$ cat config.mk
export PLATFORM = sky130hd
export DESIGN_NAME = tcf_feature_ctrl
export DESIGN_NICKNAME = d
export VERILOG_FILES = /design/src/design/tcf_pkg.sv /design/src/design/tcf_feature_ctrl.sv
export VERILOG_INCLUDE_DIRS = /design/src /design/src/design
export SDC_FILE = /design/constraint.sdc
export NUM_CORES = 1
export LEC_CHECK = 0
export ABC_AREA = 1
export BUFFER_PORTS_ARGS = -buffer_cell sky130_fd_sc_hd__buf_2
export CORE_MARGIN = 2
export CORE_UTILIZATION = 50
export DETAILED_ROUTE_END_ITERATION = 10
export PLACE_DENSITY_LB_ADDON = 0.1
export SYNTH_ARGS = -nofsm -noshare
export SYNTH_HDL_FRONTEND = slang
export SYNTH_SLANG_ARGS = --single-unit
$ cat constraint.sdc
create_clock -name clock -period 5.23 [get_ports clock]
set_input_delay 1.046 -clock clock [delete_from_list [all_inputs] [get_ports clock]]
set_output_delay 1.046 -clock clock [all_outputs]
set_load 0.1 [all_outputs]
$ cat src/design/tcf_regs.svh
`ifndef TCF_REGS_SVH
`define TCF_REGS_SVH

// register byte offsets
`define TCF_OFS_MODEL_ID 8'h00
`define TCF_OFS_USER_LABEL 8'h04
`define TCF_OFS_SCAN_KIND 8'h08
`define TCF_OFS_SENSOR_DIMS 8'h0C
`define TCF_OFS_OUT_LIMIT 8'h10
`define TCF_OFS_OUT_DIMS 8'h14
`define TCF_OFS_ROI_SHIFT 8'h18
`define TCF_OFS_SKIP_UNUSED 8'h1C
`define TCF_OFS_SAMPLE_LAYOUT 8'h20
`define TCF_OFS_PATTERN 8'h24
`define TCF_OFS_CAPTURE_MODE 8'h28
`define TCF_OFS_CAPTURE_CTRL 8'h2C
`define TCF_OFS_CALIB_CTRL 8'h30
`define TCF_OFS_REFRESH 8'h34
`define TCF_OFS_THERMAL 8'h38
`define TCF_OFS_SHUTTER_C 8'h3C
`define TCF_OFS_FEAT_BASE 8'h40
`define TCF_OFS_FEAT_LAST 8'h74

// feature slot indices (base + 4 * index)
`define TCF_FEAT_COUNT 14
`define TCF_FI_CALIB_PERIOD 1
`define TCF_FI_BACKDROP_MODE 10

// internal command letters, one per feature slot, in slot order
`define TCF_LETTERS {8'h6A, 8'h6B, 8'h53, 8'h49, 8'h45, 8'h4E, 8'h4A, \
                     8'h4B, 8'h41, 8'h42, 8'h55, 8'h4D, 8'h47, 8'h44}
`define TCF_CMD_CALIB 8'h6B
`define TCF_CMD_TEMP 8'h54
`define TCF_ARG_CALIB_ONCE 16'h0000
`define TCF_ARG_QUERY_THERMAL 16'h0001
`define TCF_ARG_QUERY_SHUTTER 16'h0002

// field positions and fixed values
`define TCF_BIT_BEGIN 0
`define TCF_BIT_END 1
`define TCF_BIT_BUSY_MSB 31
`define TCF_SKIP_FIXED 32'h0000_0001
`define TCF_MODE_SINGLE 2'h1
`define TCF_FRAMES_PER_UNIT_LOG2 8
`define TCF_USER_LABEL_RST 32'h0000_0000
`define TCF_FEAT_RST 16'h0000

`endif

$ cat src/design/tcf_pkg.sv
package tcf_pkg;

    typedef enum logic [1:0] {
        TCF_RF_IDLE = 2'b01,
        TCF_RF_WAIT = 2'b10
    } tcf_refresh_state_t;

    typedef enum logic [1:0] {
        TCF_Q_THERMAL = 2'b01,
        TCF_Q_SHUTTER = 2'b10
    } tcf_query_kind_t;

endpackage

$ cat src/design/tcf_feature_ctrl.sv
// How it works
// - fixed 32-bit model identifier, read only
// - user label word, writable and readable
// - read-only area or line scan kind
// - report sensor, limit and actual dimensions
// - hold column and row area shifts
// - software switches test pattern generator
// - hold capture count mode setting
// - begin and end actions start/stop capture
// - single trigger sends calibrate command, argument zero
// - nonzero period recalibrates every period*256 frames
// - calibration behaviour relayed with own letter
// - correction set number relayed for activation
// - refresh reloads features from internal settings
// - thermal flag, query sends temperature argument one
// - shutter celsius, query sends temperature argument two
// - shutter force state relayed as command
// - dual reference mode and targets file
// - low and high reference targets
// - first low and high reference files
// - backdrop mode read shows integration busy MSB
// - hold backdrop correction shift value
// - remap table mode and file number
`timescale 1ns/1ps
`default_nettype none
`include "tcf_regs.svh"

module tcf_feature_ctrl #(
    parameter logic [31:0] MODEL_ID = 32'h0000_0001, // arbitrary value
    parameter logic [31:0] SCAN_KIND = 32'h0000_0000,
    parameter logic [15:0] SENSOR_COLS = 16'h0280,
    parameter logic [15:0] SENSOR_ROWS = 16'h01E0,
    parameter logic [15:0] LIMIT_COLS = 16'h0280,
    parameter logic [15:0] LIMIT_ROWS = 16'h01E0,
    parameter logic [31:0] SAMPLE_LAYOUT = 32'h0000_0001,
    parameter int FW = 16
) (
    input wire logic clock,
    input wire logic rst_b,
    input wire logic psel,
    input wire logic penable,
    input wire logic pwrite,
    input wire logic [7:0] paddr,
    input wire logic [31:0] pwdata,
    output logic [31:0] prdata,
    output logic pready,
    output logic pslverr,
    output logic cmd_valid,
    output logic [7:0] cmd_letter,
    output logic [FW-1:0] cmd_arg,
    input wire logic cmd_ready,
    input wire logic resp_valid,
    input wire logic [FW-1:0] resp_value,
    input wire logic sync_valid,
    input wire logic [7:0] sync_letter,
    input wire logic [FW-1:0] sync_value,
    input wire logic sync_done,
    output logic feature_refresh_request,
    input wire logic calib_done,
    output logic calib_busy,
    input wire logic frame_tick,
    input wire logic integ_busy,
    input wire logic [15:0] out_columns,
    input wire logic [15:0] out_rows,
    output logic [15:0] roi_column_shift,
    output logic [15:0] roi_row_shift,
    output logic pattern_source_select,
    output logic [1:0] capture_count_mode,
    output logic capture_active,
    output logic thermal_condition_flag,
    output logic [FW-1:0] shutter_celsius
);
    import tcf_pkg::*;

    localparam int NF = `TCF_FEAT_COUNT;
    localparam logic [8*NF-1:0] LETTERS = `TCF_LETTERS;

    function automatic logic [7:0] feat_letter(input int idx);
        feat_letter = LETTERS[8*(NF-1-idx) +: 8];
    endfunction

    // feature slots sit four bytes apart, low address bits ignored except past the last slot at 0x74
    function automatic logic is_feat(input logic [7:0] a);
        is_feat = (a >= `TCF_OFS_FEAT_BASE) && (a <= `TCF_OFS_FEAT_LAST);
    endfunction

    function automatic int feat_idx(input logic [7:0] a);
        logic [7:0] d;
        d = a - `TCF_OFS_FEAT_BASE;
        feat_idx = int'(d[7:2]);
    endfunction

    // true on the tick that completes one interval
    function automatic logic period_hit(input logic [FW+7:0] cnt, input logic [FW+7:0] lim);
        period_hit = (cnt + 1'b1) >= lim;
    endfunction

    logic [31:0] user_label_r;
    logic [FW-1:0] feat_r [NF];
    logic [31:0] rdata_nxt;
    logic err_nxt;
    logic access;
    logic commit;
    logic wr_commit;
    logic needs_slot;
    logic bus_cmd;
    logic [7:0] bus_letter;
    logic [FW-1:0] bus_arg;
    logic calib_once_wr;
    logic launch_recal;
    logic recal_pend_r;
    logic [FW+7:0] frames_r;
    logic [FW+7:0] frame_limit;
    logic [FW+7:0] frames_nxt;
    tcf_refresh_state_t rf_state_r;
    tcf_query_kind_t q_kind_r;

    assign access = psel && penable;
    assign commit = access && pready;
    assign wr_commit = commit && pwrite;

    // command-issuing writes
    always_comb begin
        bus_cmd = 1'b0;
        bus_letter = 8'h00;
        bus_arg = '0;
        calib_once_wr = 1'b0;
        if (is_feat(paddr)) begin
            bus_cmd = 1'b1;
            bus_letter = feat_letter(feat_idx(paddr));
            bus_arg = pwdata[FW-1:0];
        end else if (paddr == `TCF_OFS_CALIB_CTRL && pwdata[0]) begin
            bus_cmd = 1'b1;
            calib_once_wr = 1'b1;
            bus_letter = `TCF_CMD_CALIB;
            bus_arg = `TCF_ARG_CALIB_ONCE;
        // thermal query: bit0 takes precedence over bit1
        end else if (paddr == `TCF_OFS_THERMAL && (pwdata[0] || pwdata[1])) begin
            bus_cmd = 1'b1;
            bus_letter = `TCF_CMD_TEMP;
            bus_arg = pwdata[0] ? `TCF_ARG_QUERY_THERMAL : `TCF_ARG_QUERY_SHUTTER;
        end
    end

    assign needs_slot = pwrite && bus_cmd;

    // read mux and address decode
    always_comb begin
        rdata_nxt = 32'h0000_0000;
        err_nxt = 1'b0;
        if (is_feat(paddr)) begin
            rdata_nxt[FW-1:0] = feat_r[feat_idx(paddr)];
            if (feat_idx(paddr) == `TCF_FI_BACKDROP_MODE) begin
                rdata_nxt[`TCF_BIT_BUSY_MSB] = integ_busy;
            end
        end else begin
            unique case (paddr)
                `TCF_OFS_MODEL_ID: rdata_nxt = MODEL_ID;
                `TCF_OFS_USER_LABEL: rdata_nxt = user_label_r;
                `TCF_OFS_SCAN_KIND: rdata_nxt = SCAN_KIND;
                `TCF_OFS_SENSOR_DIMS: rdata_nxt = {SENSOR_ROWS, SENSOR_COLS};
                `TCF_OFS_OUT_LIMIT: rdata_nxt = {LIMIT_ROWS, LIMIT_COLS};
                `TCF_OFS_OUT_DIMS: rdata_nxt = {out_rows, out_columns};
                `TCF_OFS_ROI_SHIFT: rdata_nxt = {roi_row_shift, roi_column_shift};
                `TCF_OFS_SKIP_UNUSED: rdata_nxt = `TCF_SKIP_FIXED;
                `TCF_OFS_SAMPLE_LAYOUT: rdata_nxt = SAMPLE_LAYOUT;
                `TCF_OFS_PATTERN: rdata_nxt[0] = pattern_source_select;
                `TCF_OFS_CAPTURE_MODE: rdata_nxt[1:0] = capture_count_mode;
                `TCF_OFS_CAPTURE_CTRL: rdata_nxt[0] = capture_active;
                `TCF_OFS_CALIB_CTRL: rdata_nxt[0] = calib_busy;
                `TCF_OFS_REFRESH: rdata_nxt[0] = feature_refresh_request;
                `TCF_OFS_THERMAL: rdata_nxt[0] = thermal_condition_flag;
                `TCF_OFS_SHUTTER_C: rdata_nxt[FW-1:0] = shutter_celsius;
                // unmapped offsets read zero and answer with pslverr
                default: err_nxt = 1'b1;
            endcase
        end
    end

    // apb answer: ready one cycle after the access phase begins, held off
    // while a command write finds the command slot still occupied
    // prdata and pslverr then stand until the next access
    always_ff @(posedge clock or negedge rst_b) begin
        if (!rst_b) begin
            pready <= 1'b0;
            prdata <= 32'h0000_0000;
            pslverr <= 1'b0;
        end else begin
            pready <= access && !pready && !(needs_slot && cmd_valid);
            if (access && !pready) begin
                prdata <= pwrite ? 32'h0000_0000 : rdata_nxt;
                pslverr <= err_nxt;
            end
        end
    end

    always_ff @(posedge clock or negedge rst_b) begin
        if (!rst_b) begin
            user_label_r <= `TCF_USER_LABEL_RST;
        end else if (wr_commit && paddr == `TCF_OFS_USER_LABEL) begin
            user_label_r <= pwdata;
        end
    end

    always_ff @(posedge clock or negedge rst_b) begin
        if (!rst_b) begin
            roi_column_shift <= 16'h0000;
            roi_row_shift <= 16'h0000;
            pattern_source_select <= 1'b0;
            capture_count_mode <= 2'h0;
        end else if (wr_commit) begin
            // no clamping: the host keeps shift plus size in range
            if (paddr == `TCF_OFS_ROI_SHIFT) begin
                roi_column_shift <= pwdata[15:0];
                roi_row_shift <= pwdata[31:16];
            end
            if (paddr == `TCF_OFS_PATTERN) begin
                pattern_source_select <= pwdata[0];
            end
            if (paddr == `TCF_OFS_CAPTURE_MODE) begin
                capture_count_mode <= pwdata[1:0];
            end
        end
    end

    // capture run state: single-frame mode stops itself after one frame
    // begin wins over end when both bits are written together
    always_ff @(posedge clock or negedge rst_b) begin
        if (!rst_b) begin
            capture_active <= 1'b0;
        end else if (wr_commit && paddr == `TCF_OFS_CAPTURE_CTRL
                     && pwdata[`TCF_BIT_BEGIN]) begin
            capture_active <= 1'b1;
        end else if (wr_commit && paddr == `TCF_OFS_CAPTURE_CTRL
                     && pwdata[`TCF_BIT_END]) begin
            capture_active <= 1'b0;
        end else if (capture_active && frame_tick
                     && capture_count_mode == `TCF_MODE_SINGLE) begin
            capture_active <= 1'b0;
        end
    end

    // feature mirror: bus writes and refresh reports both land here
    // a bus write beats a refresh report to the same slot in one cycle
    always_ff @(posedge clock or negedge rst_b) begin
        if (!rst_b) begin
            for (int i = 0; i < NF; i++) begin
                feat_r[i] <= `TCF_FEAT_RST;
            end
        end else begin
            for (int i = 0; i < NF; i++) begin
                if (wr_commit && is_feat(paddr) && feat_idx(paddr) == i) begin
                    feat_r[i] <= pwdata[FW-1:0];
                end else if (rf_state_r == TCF_RF_WAIT && sync_valid
                             && sync_letter == feat_letter(i)) begin
                    feat_r[i] <= sync_value;
                end
            end
        end
    end

    // single command slot toward the internal interpreter
    // a recal waits while a command write is in its access phase: pready may
    // already be granted, and the slot must then stay free for the bus write
    assign launch_recal = recal_pend_r && !cmd_valid && !(access && needs_slot);

    always_ff @(posedge clock or negedge rst_b) begin
        if (!rst_b) begin
            cmd_valid <= 1'b0;
            cmd_letter <= 8'h00;
            cmd_arg <= '0;
        end else if (wr_commit && bus_cmd) begin
            cmd_valid <= 1'b1;
            cmd_letter <= bus_letter;
            cmd_arg <= bus_arg;
        end else if (launch_recal) begin
            cmd_valid <= 1'b1;
            cmd_letter <= `TCF_CMD_CALIB;
            cmd_arg <= `TCF_ARG_CALIB_ONCE;
        end else if (cmd_valid && cmd_ready) begin
            cmd_valid <= 1'b0;
        end
    end

    // calibration in progress; a new start wins over a same-cycle done
    // a done with nothing running is harmless
    always_ff @(posedge clock or negedge rst_b) begin
        if (!rst_b) begin
            calib_busy <= 1'b0;
        end else if ((wr_commit && calib_once_wr) || launch_recal) begin
            calib_busy <= 1'b1;
        end else if (calib_done) begin
            calib_busy <= 1'b0;
        end
    end

    // periodic recalibration frame counter; the interval counts units of 256 frames
    assign frame_limit = (FW+8)'(feat_r[`TCF_FI_CALIB_PERIOD]) << `TCF_FRAMES_PER_UNIT_LOG2;
    assign frames_nxt = frames_r + 1'b1;

    always_ff @(posedge clock or negedge rst_b) begin
        if (!rst_b) begin
            frames_r <= '0;
        end else if (feat_r[`TCF_FI_CALIB_PERIOD] == '0) begin
            frames_r <= '0;
        end else if (frame_tick) begin
            frames_r <= period_hit(frames_r, frame_limit) ? '0 : frames_nxt;
        end
    end

    always_ff @(posedge clock or negedge rst_b) begin
        if (!rst_b) begin
            recal_pend_r <= 1'b0;
        end else if (feat_r[`TCF_FI_CALIB_PERIOD] != '0 && frame_tick
                     && period_hit(frames_r, frame_limit)) begin
            recal_pend_r <= 1'b1;
        end else if (launch_recal) begin
            recal_pend_r <= 1'b0;
        end
    end

    // refresh sequence: report stream ends with sync_done
    always_ff @(posedge clock or negedge rst_b) begin
        if (!rst_b) begin
            rf_state_r <= TCF_RF_IDLE;
        end else begin
            unique case (rf_state_r)
                TCF_RF_IDLE: begin
                    // only an idle sequence takes a refresh start
                    if (wr_commit && paddr == `TCF_OFS_REFRESH && pwdata[0]) begin
                        rf_state_r <= TCF_RF_WAIT;
                    end
                end
                TCF_RF_WAIT: begin
                    if (sync_done) begin
                        rf_state_r <= TCF_RF_IDLE;
                    end
                end
            endcase
        end
    end

    assign feature_refresh_request = rf_state_r[1];

    // query answers are routed by the kind of the last query sent
    always_ff @(posedge clock or negedge rst_b) begin
        if (!rst_b) begin
            q_kind_r <= TCF_Q_THERMAL;
        end else if (wr_commit && paddr == `TCF_OFS_THERMAL && bus_cmd) begin
            q_kind_r <= pwdata[0] ? TCF_Q_THERMAL : TCF_Q_SHUTTER;
        end
    end

    always_ff @(posedge clock or negedge rst_b) begin
        if (!rst_b) begin
            thermal_condition_flag <= 1'b0;
            shutter_celsius <= '0;
        end else if (resp_valid) begin
            // a stray answer lands in the register of the last query kind
            if (q_kind_r == TCF_Q_THERMAL) begin
                thermal_condition_flag <= resp_value[0];
            end else begin
                shutter_celsius <= resp_value;
            end
        end
    end

endmodule // tcf_feature_ctrl

`default_nettype wire

==> results.yml, run 1 <==
run_status:
  status: "completed"
sta:
  rsz0062_at_grt: "false"
  slew_violations: 0
  fmaxAchievable_mhz: 265
  max_slew_margin_pct: 18.6
  setup_viol: 0
  hold_viol: 0
  timing.final.crit_share_pct: 72.2
  fin_crit_ns: 3.77
  skew_ns: 0.0224
  setup-tns-final_ns: 0
  worst-slew-pin-transition_ns: 1.22
  whs_ns: 0.470
clocking:
  cts_resized: 0
  clkTransAtPathRegs_ns: 0.06
  clock_path_buffers: 3
  cts_tree: "built"
  cts_max_level: 2
  cts_root_buf: "clkbuf_16"
  clk_latency_ns: 0.59
  cts.sinks: 397
  numCtsBuffers: 46
  hold_buffers: 0
  postCtsSetupRepairBufs: 0
drt:
  drt_wl_total_um: 82600
  ant_nets: 0
  vias: 22419
  firstDrtPassIters: 6
  drc: 0
  viasPerCell: 5.72
  wl_per_cell_um: 21.1
  drtIter0Drc: 2301
setup_path:
  crit_type: "reg2reg"
  critPathRequiredTime_ns: 5.70
  cp-start-kind: "flop"
  cp_max_fo: 13
  worst_setup_path_end_kind: "flop"
  critPathArrivalTime_ns: 4.24
die:
  dieWidth_um: 216
  core-area_sq_um: 44300
  dieArea_sq_um: 46600
  io_pins: 238
  initial_core_util_pct: 50.7
  die_h_um: 216
  core.rowCount: 77
logic_synthesis:
  syn_area_per_cell_sq_um: 7.08
  syn-cell-area_sq_um: 22500
  synth_seq_cells: 397
  synth_edf_count: 0
  synth-async-reset-ratio_pct: 100
  syn_inst: 3174
  synth_ff_type: "dfrtp_1"
  yosysSeqAreaShare_pct: 44.2
  ys_types: 45
  syn_nets: 3320
  ys_warn_count: 0
layout:
  postLayoutCellArea_sq_um: 25100
  nFillCells: 4355
  area_growth_pct: 11.5
  layout-drive-gt1-share_pct: 12.0
  multiInputGateArea_sq_um: 10800
  utilization_pct: 56.5
  seq_area_sq_um: 9940
  layout.nets: 3440
pwr:
  pwr_density_cell_nw_per_um2: 324
  p_leak_nw: 13.7
  design_power_total_mw: 8.13
  ir_drop_mv: 0.323
placement:
  place_area_sq_um: 23600
  io_buffers: 236
  routabilityCongestion: 0.977
  dp_hpwl_um: 56000
grt:
  grt_pass1_wl_um: 126000
  grt_usage_pct: 35.2
  antenna_found_initial: 1
  grt_pass1_vias: 21233
  grt_max_degree: 117
  globalRoute.totalOverflow: 0
hold_path:
  hold_class: "reg2reg"
job:
  max-cap-violations: 0
## path summary, 6_finish.rpt
path	start	end	slack (ns)	cells after the start
worst max-delay path	frames_r[0]	frames_r[11]	1.46	14
worst min-delay path	prdata[9]	prdata[9]	0.47	2
worst max register to register	frames_r[0]	frames_r[11]	1.46	14
worst min register to register	prdata[9]	prdata[9]	0.47	2
max in group asynchronous	rst_b	feat_r[151]	3.55	2
min in group asynchronous	rst_b	frames_r[5]	0.52	1
## registers in the layout, summed over array words and instances, names as in the netlist, 2 cells and up
register            flops
feat_r                224
prdata                 32
user_label_r           32
frames_r               24
cmd_arg                16
roi_column_shift       16
roi_row_shift          16
shutter_celsius        16
cmd_letter              7
capture_count_mode      2
q_kind_r                2
rf_state_r              2
## critical path, cell delays in order (launching register included)
cell     delay [ns]
dfrtp_1        0.47
ha_1           0.37
nand3_1        0.24
inv_1          0.17
nand2_1        0.10
nor2_1         0.14
xor2_1         0.27
inv_1          0.09
ha_1           0.29
nand2_1        0.06
nor3_1         0.32
nand4_1        0.57
buf_4          0.41
nand3_1        0.09
nand2_1        0.05
## synth_stat cells, types with 5 or more instances
| library cell | n | share of area [%] |
|---|---|---|
| buf_2 | 42 | 0.94 |
| o21a_1 | 14 | 0.47 |
| nand4_1 | 23 | 0.64 |
| inv_2 | 19 | 0.32 |
| dfrtp_1 | 395 | 44 |
| o22ai_1 | 25 | 0.70 |
| a21oi_1 | 70 | 1.6 |
| ha_1 | 22 | 1.2 |
| o21ai_0 | 193 | 4.3 |
| o22a_1 | 12 | 0.47 |
| nor3_1 | 18 | 0.40 |
| xor2_1 | 10 | 0.39 |
| buf_6 | 29 | 1.5 |
| buf_4 | 15 | 0.50 |
| inv_1 | 169 | 2.8 |
| nand2_1 | 1184 | 20 |
| a31oi_1 | 5 | 0.14 |
| nand2_4 | 16 | 0.80 |
| nand3_1 | 367 | 8.2 |
| o21ai_1 | 48 | 1.1 |
| a21o_1 | 6 | 0.20 |
| clkinv_1 | 5 | 0.084 |
| mux2_2 | 6 | 0.30 |
| clkbuf_1 | 83 | 1.4 |
| nor2_2 | 5 | 0.14 |
| buf_1 | 16 | 0.27 |
| nor2_1 | 340 | 5.7 |
## cell families after synthesis
group / count (synthesis) / synth area share, %
compound gates: 386 / 9.36
xor+xnor: 11 / 0.429
fa+ha+maj: 22 / 1.23
buf+inv: 380 / 7.89
flops: 397 / 44.2
mux: 6 / 0.301
other cells: 1 / 0.0167
simple gates: 1971 / 36.5
## cells in the final DEF, fill, tap and decap left out, types with 3 or more instances in the layout
| cell | netlist | layout |
|---|---|---|
| nand2_1 | 1184 | 1180 |
| dfrtp_1 | 395 | 395 |
| nand3_1 | 367 | 367 |
| nor2_1 | 340 | 339 |
| buf_2 | 42 | 235 |
| o21ai_0 | 193 | 193 |
| inv_1 | 169 | 169 |
| a21oi_1 | 70 | 70 |
| o21ai_1 | 48 | 48 |
| clkbuf_16 | 0 | 46 |
| o22ai_1 | 25 | 25 |
| nand4_1 | 23 | 23 |
| ha_1 | 22 | 22 |
| inv_2 | 19 | 19 |
| nor3_1 | 18 | 18 |
| buf_4 | 15 | 18 |
| nand2_4 | 16 | 16 |
| o21a_1 | 14 | 14 |
| o22a_1 | 12 | 12 |
| clkbuf_1 | 83 | 12 |
| clkinv_2 | 0 | 12 |
| xor2_1 | 10 | 10 |
| clkbuf_8 | 0 | 10 |
| nand2_2 | 4 | 8 |
| nor2_2 | 5 | 6 |
| mux2_2 | 6 | 6 |
| a21o_1 | 6 | 6 |
| clkinv_1 | 5 | 5 |
| a31oi_1 | 5 | 5 |
| o21bai_1 | 4 | 4 |
| nand3_4 | 4 | 4 |
| buf_12 | 1 | 4 |
| nand3_2 | 3 | 3 |
| o211ai_1 | 3 | 3 |
| a22o_1 | 3 | 3 |
## cell type report
type,count,area share [%]
clock inverter,15,0.544
sequential,397,39.7
inverter,194,2.92
timing repair buffer,258,5.61
multi-input combinational,2397,43.0
tap,592,2.96
antenna,1,0.00999
clock buffer,68,5.32
## power breakdown
group          switching [mW]  total, mW  internal [mW]
combinational            1.28       1.59          0.308
clock                    1.34       3.20           1.86
sequential              0.101       3.34           3.23
## through the flow
| step | setup slack [ns] | cells |
|---|---|---|
| after floorplan | 2.49 | 3174 |
| after global placement | 1.11 | 3838 |
| after detailed placement | 1.02 | 3838 |
| after CTS | 1.47 | 3921 |
| after global routing | 1.12 | 3922 |
| final | 1.46 | 3922 |
## layer usage
layer / wire length, um / vias to the layer above / GRT usage, %
met1: 34200 / 10735 / 47.5
met3: 7630 / 232 / 7.67
met4: 4740 / 0 / 18.4
li1: - / 10399 / -
met5: 0 / - / 0
met2: 36000 / 1053 / 53.3
Note: power is estimated with default switching activity, not from simulation.
==> run 2, diff against run 1 <==
==> constraint.sdc (replaced) <==
create_clock -name clock -period 3.9 [get_ports clock]
set_input_delay 0.78 -clock clock [delete_from_list [all_inputs] [get_ports clock]]
set_output_delay 0.78 -clock clock [all_outputs]
set_load 0.1 [all_outputs]
==> run 2 against run 1 <==
Effect of this change: flip-flop and latch count is the same; non-clock buffer count grew 25; register-to-register slack got worse by 0.79 ns; clock power up 28%; hold slack got worse by 0.26 ns; fmax increased by 17%; largest power group unchanged.
==> results.yml, run 2 (synthesized netlist as in run 1, its figures left out) <==
sta:
  fmaxAchievable_mhz: 310
  rsz0062_at_grt: "false"
  worst_slack_ns: 0.671
  skew_ns: 0.0161
  fin_crit_ns: 3.23
  timing.final.crit_share_pct: 82.8
  hold_viol: 0
  setup-tns-final_ns: 0
  setup_viol: 0
  worst-slew-pin-transition_ns: 0.879
  slew_violations: 0
  max_slew_margin_pct: 41.3
job:
  max-cap-violations: 0
pwr:
  ir_drop_mv: 0.516
  p_leak_nw: 13.8
  design_power_total_mw: 10.7
  pwr_density_cell_nw_per_um2: 426
grt:
  grt_pass1_wl_um: 125000
  grt_pass1_vias: 21326
  grt_usage_pct: 35.0
  antenna_found_initial: 6
  globalRoute.totalOverflow: 0
  grt_max_degree: 84
clocking:
  clkTransAtPathRegs_ns: 0.06
  cts_root_buf: "clkbuf_16"
  clock_path_buffers: 3
  cts_max_level: 2
  postCtsSetupRepairBufs: 0
  hold_buffers: 0
  numCtsBuffers: 45
  clk_latency_ns: 0.59
  cts_resized: 0
  cts_tree: "built"
  cts.sinks: 397
setup_path:
  cp.buffers_inverters: 2
  crit_family: "simple AND/OR/NAND/NOR gates"
  slowest_delay_ns: 0.48
  slowest_stage: "dfrtp_1"
  cp-start-kind: "flop"
  crit_type: "reg2reg"
  critPathArrivalTime_ns: 3.70
  cp_common_cell: "nand2_1"
  worst_setup_path_end_kind: "flop"
  critPathRequiredTime_ns: 4.37
  crit_chain: "nand2_1, nor2_1, nand2_1, nor3_1, xor2_1, inv_1, ha_1, a21o_1, a21oi_1, o21ai_0, a21oi_1, buf_4, nand2_1, nand2_1, nand2_1"
  cp_max_fo: 13
layout:
  top_register: "feat_r"
  layout-drive-gt1-share_pct: 12.4
  area_growth_pct: 12.3
  layout_common_cells: "nand2_1, dfrtp_1, nand3_1"
  nFillCells: 4296
  largest_register_ffs: 224
  final_common_cell: "nand2_1"
  layout.nets: 3464
  top_regs: "feat_r x224, prdata x32, user_label_r x32"
  utilization_pct: 56.9
drt:
  wl_per_cell_um: 20.8
  ant_nets: 0
  firstDrtPassIters: 8
  drt_wl_total_um: 82100
  viasPerCell: 5.68
  vias: 22427
  drc: 0
  drtIter0Drc: 2542
run_status:
  status: "completed"
die:
  core.rowCount: 77
  core-area_sq_um: 44300
  initial_core_util_pct: 50.7
  io_pins: 238
  die_h_um: 216
  dieArea_sq_um: 46600
  dieWidth_um: 216
hold_path:
  hold_class: "in2async"
placement:
  routabilityCongestion: 0.970
  dp_hpwl_um: 55500
  io_buffers: 236
  place_ws_ns: 0.469
[run 2: stage by stage]
| stage | cell area [sq um] | instances | hold slack (ns) |
|---|---|---|---|
| 6_report | 25200 | 3947 | 0.214 |
| 2_1_floorplan | 22500 | 3174 | 0.449 |
| 4_1_cts | 25200 | 3939 | 0.230 |
| 3_3_place_gp | 23800 | 3863 | 0.455 |
| 3_5_place_dp | 23800 | 3863 | 0.460 |
| 5_1_grt | 25200 | 3942 | 0.270 |
[run 2: area by class of cell]
| cell class | instances | area (sq um) | share of cell area (%) |
|---|---|---|---|
| clock inverters | 8 | 46.3 | 0.184 |
| inverters | 194 | 731 | 2.90 |
| repair buffers | 283 | 1640 | 6.52 |
| flip-flops and latches | 397 | 9940 | 39.4 |
| diodes | 8 | 20.0 | 0.0794 |
| multi-input cells | 2397 | 10800 | 42.7 |
| well taps | 592 | 741 | 2.94 |
| clock buffers | 68 | 1350 | 5.33 |
[run 2: worst paths after layout]
| path | endpoint | from | cells past startpoint | slack [ns] |
|---|---|---|---|---|
| min | frames_r[20] | rst_b | 1 | 0.21 |
| max reg2reg | recal_pend_r | frames_r[2] | 15 | 0.67 |
| max | recal_pend_r | frames_r[2] | 15 | 0.67 |
| max in group asynchronous | feat_r[99] | rst_b | 3 | 2.67 |
| min in group clock | cmd_valid | cmd_ready | 2 | 0.39 |
| min reg2reg | prdata[4] | prdata[4] | 2 | 0.47 |
[run 2: layer usage]
metal / up-vias / share of wire, % / GRT usage, %
li1: 10449 / - / -
met1: 10601 / 41 / 47.2
met2: 1111 / 43 / 51.6
met3: 262 / 10 / 8.78
met4: 4 / 6.3 / 19.6
met5: - / 0.033 / 0
[run 2: report_power, final]
part / switching (mW) / internal (mW) / leakage (nW) / total, mW
Clock: 1.75 / 2.36 / 0.686 / 4.11
Sequential: 0.136 / 4.34 / 5.45 / 4.47
Combinational: 1.72 / 0.433 / 7.63 / 2.15
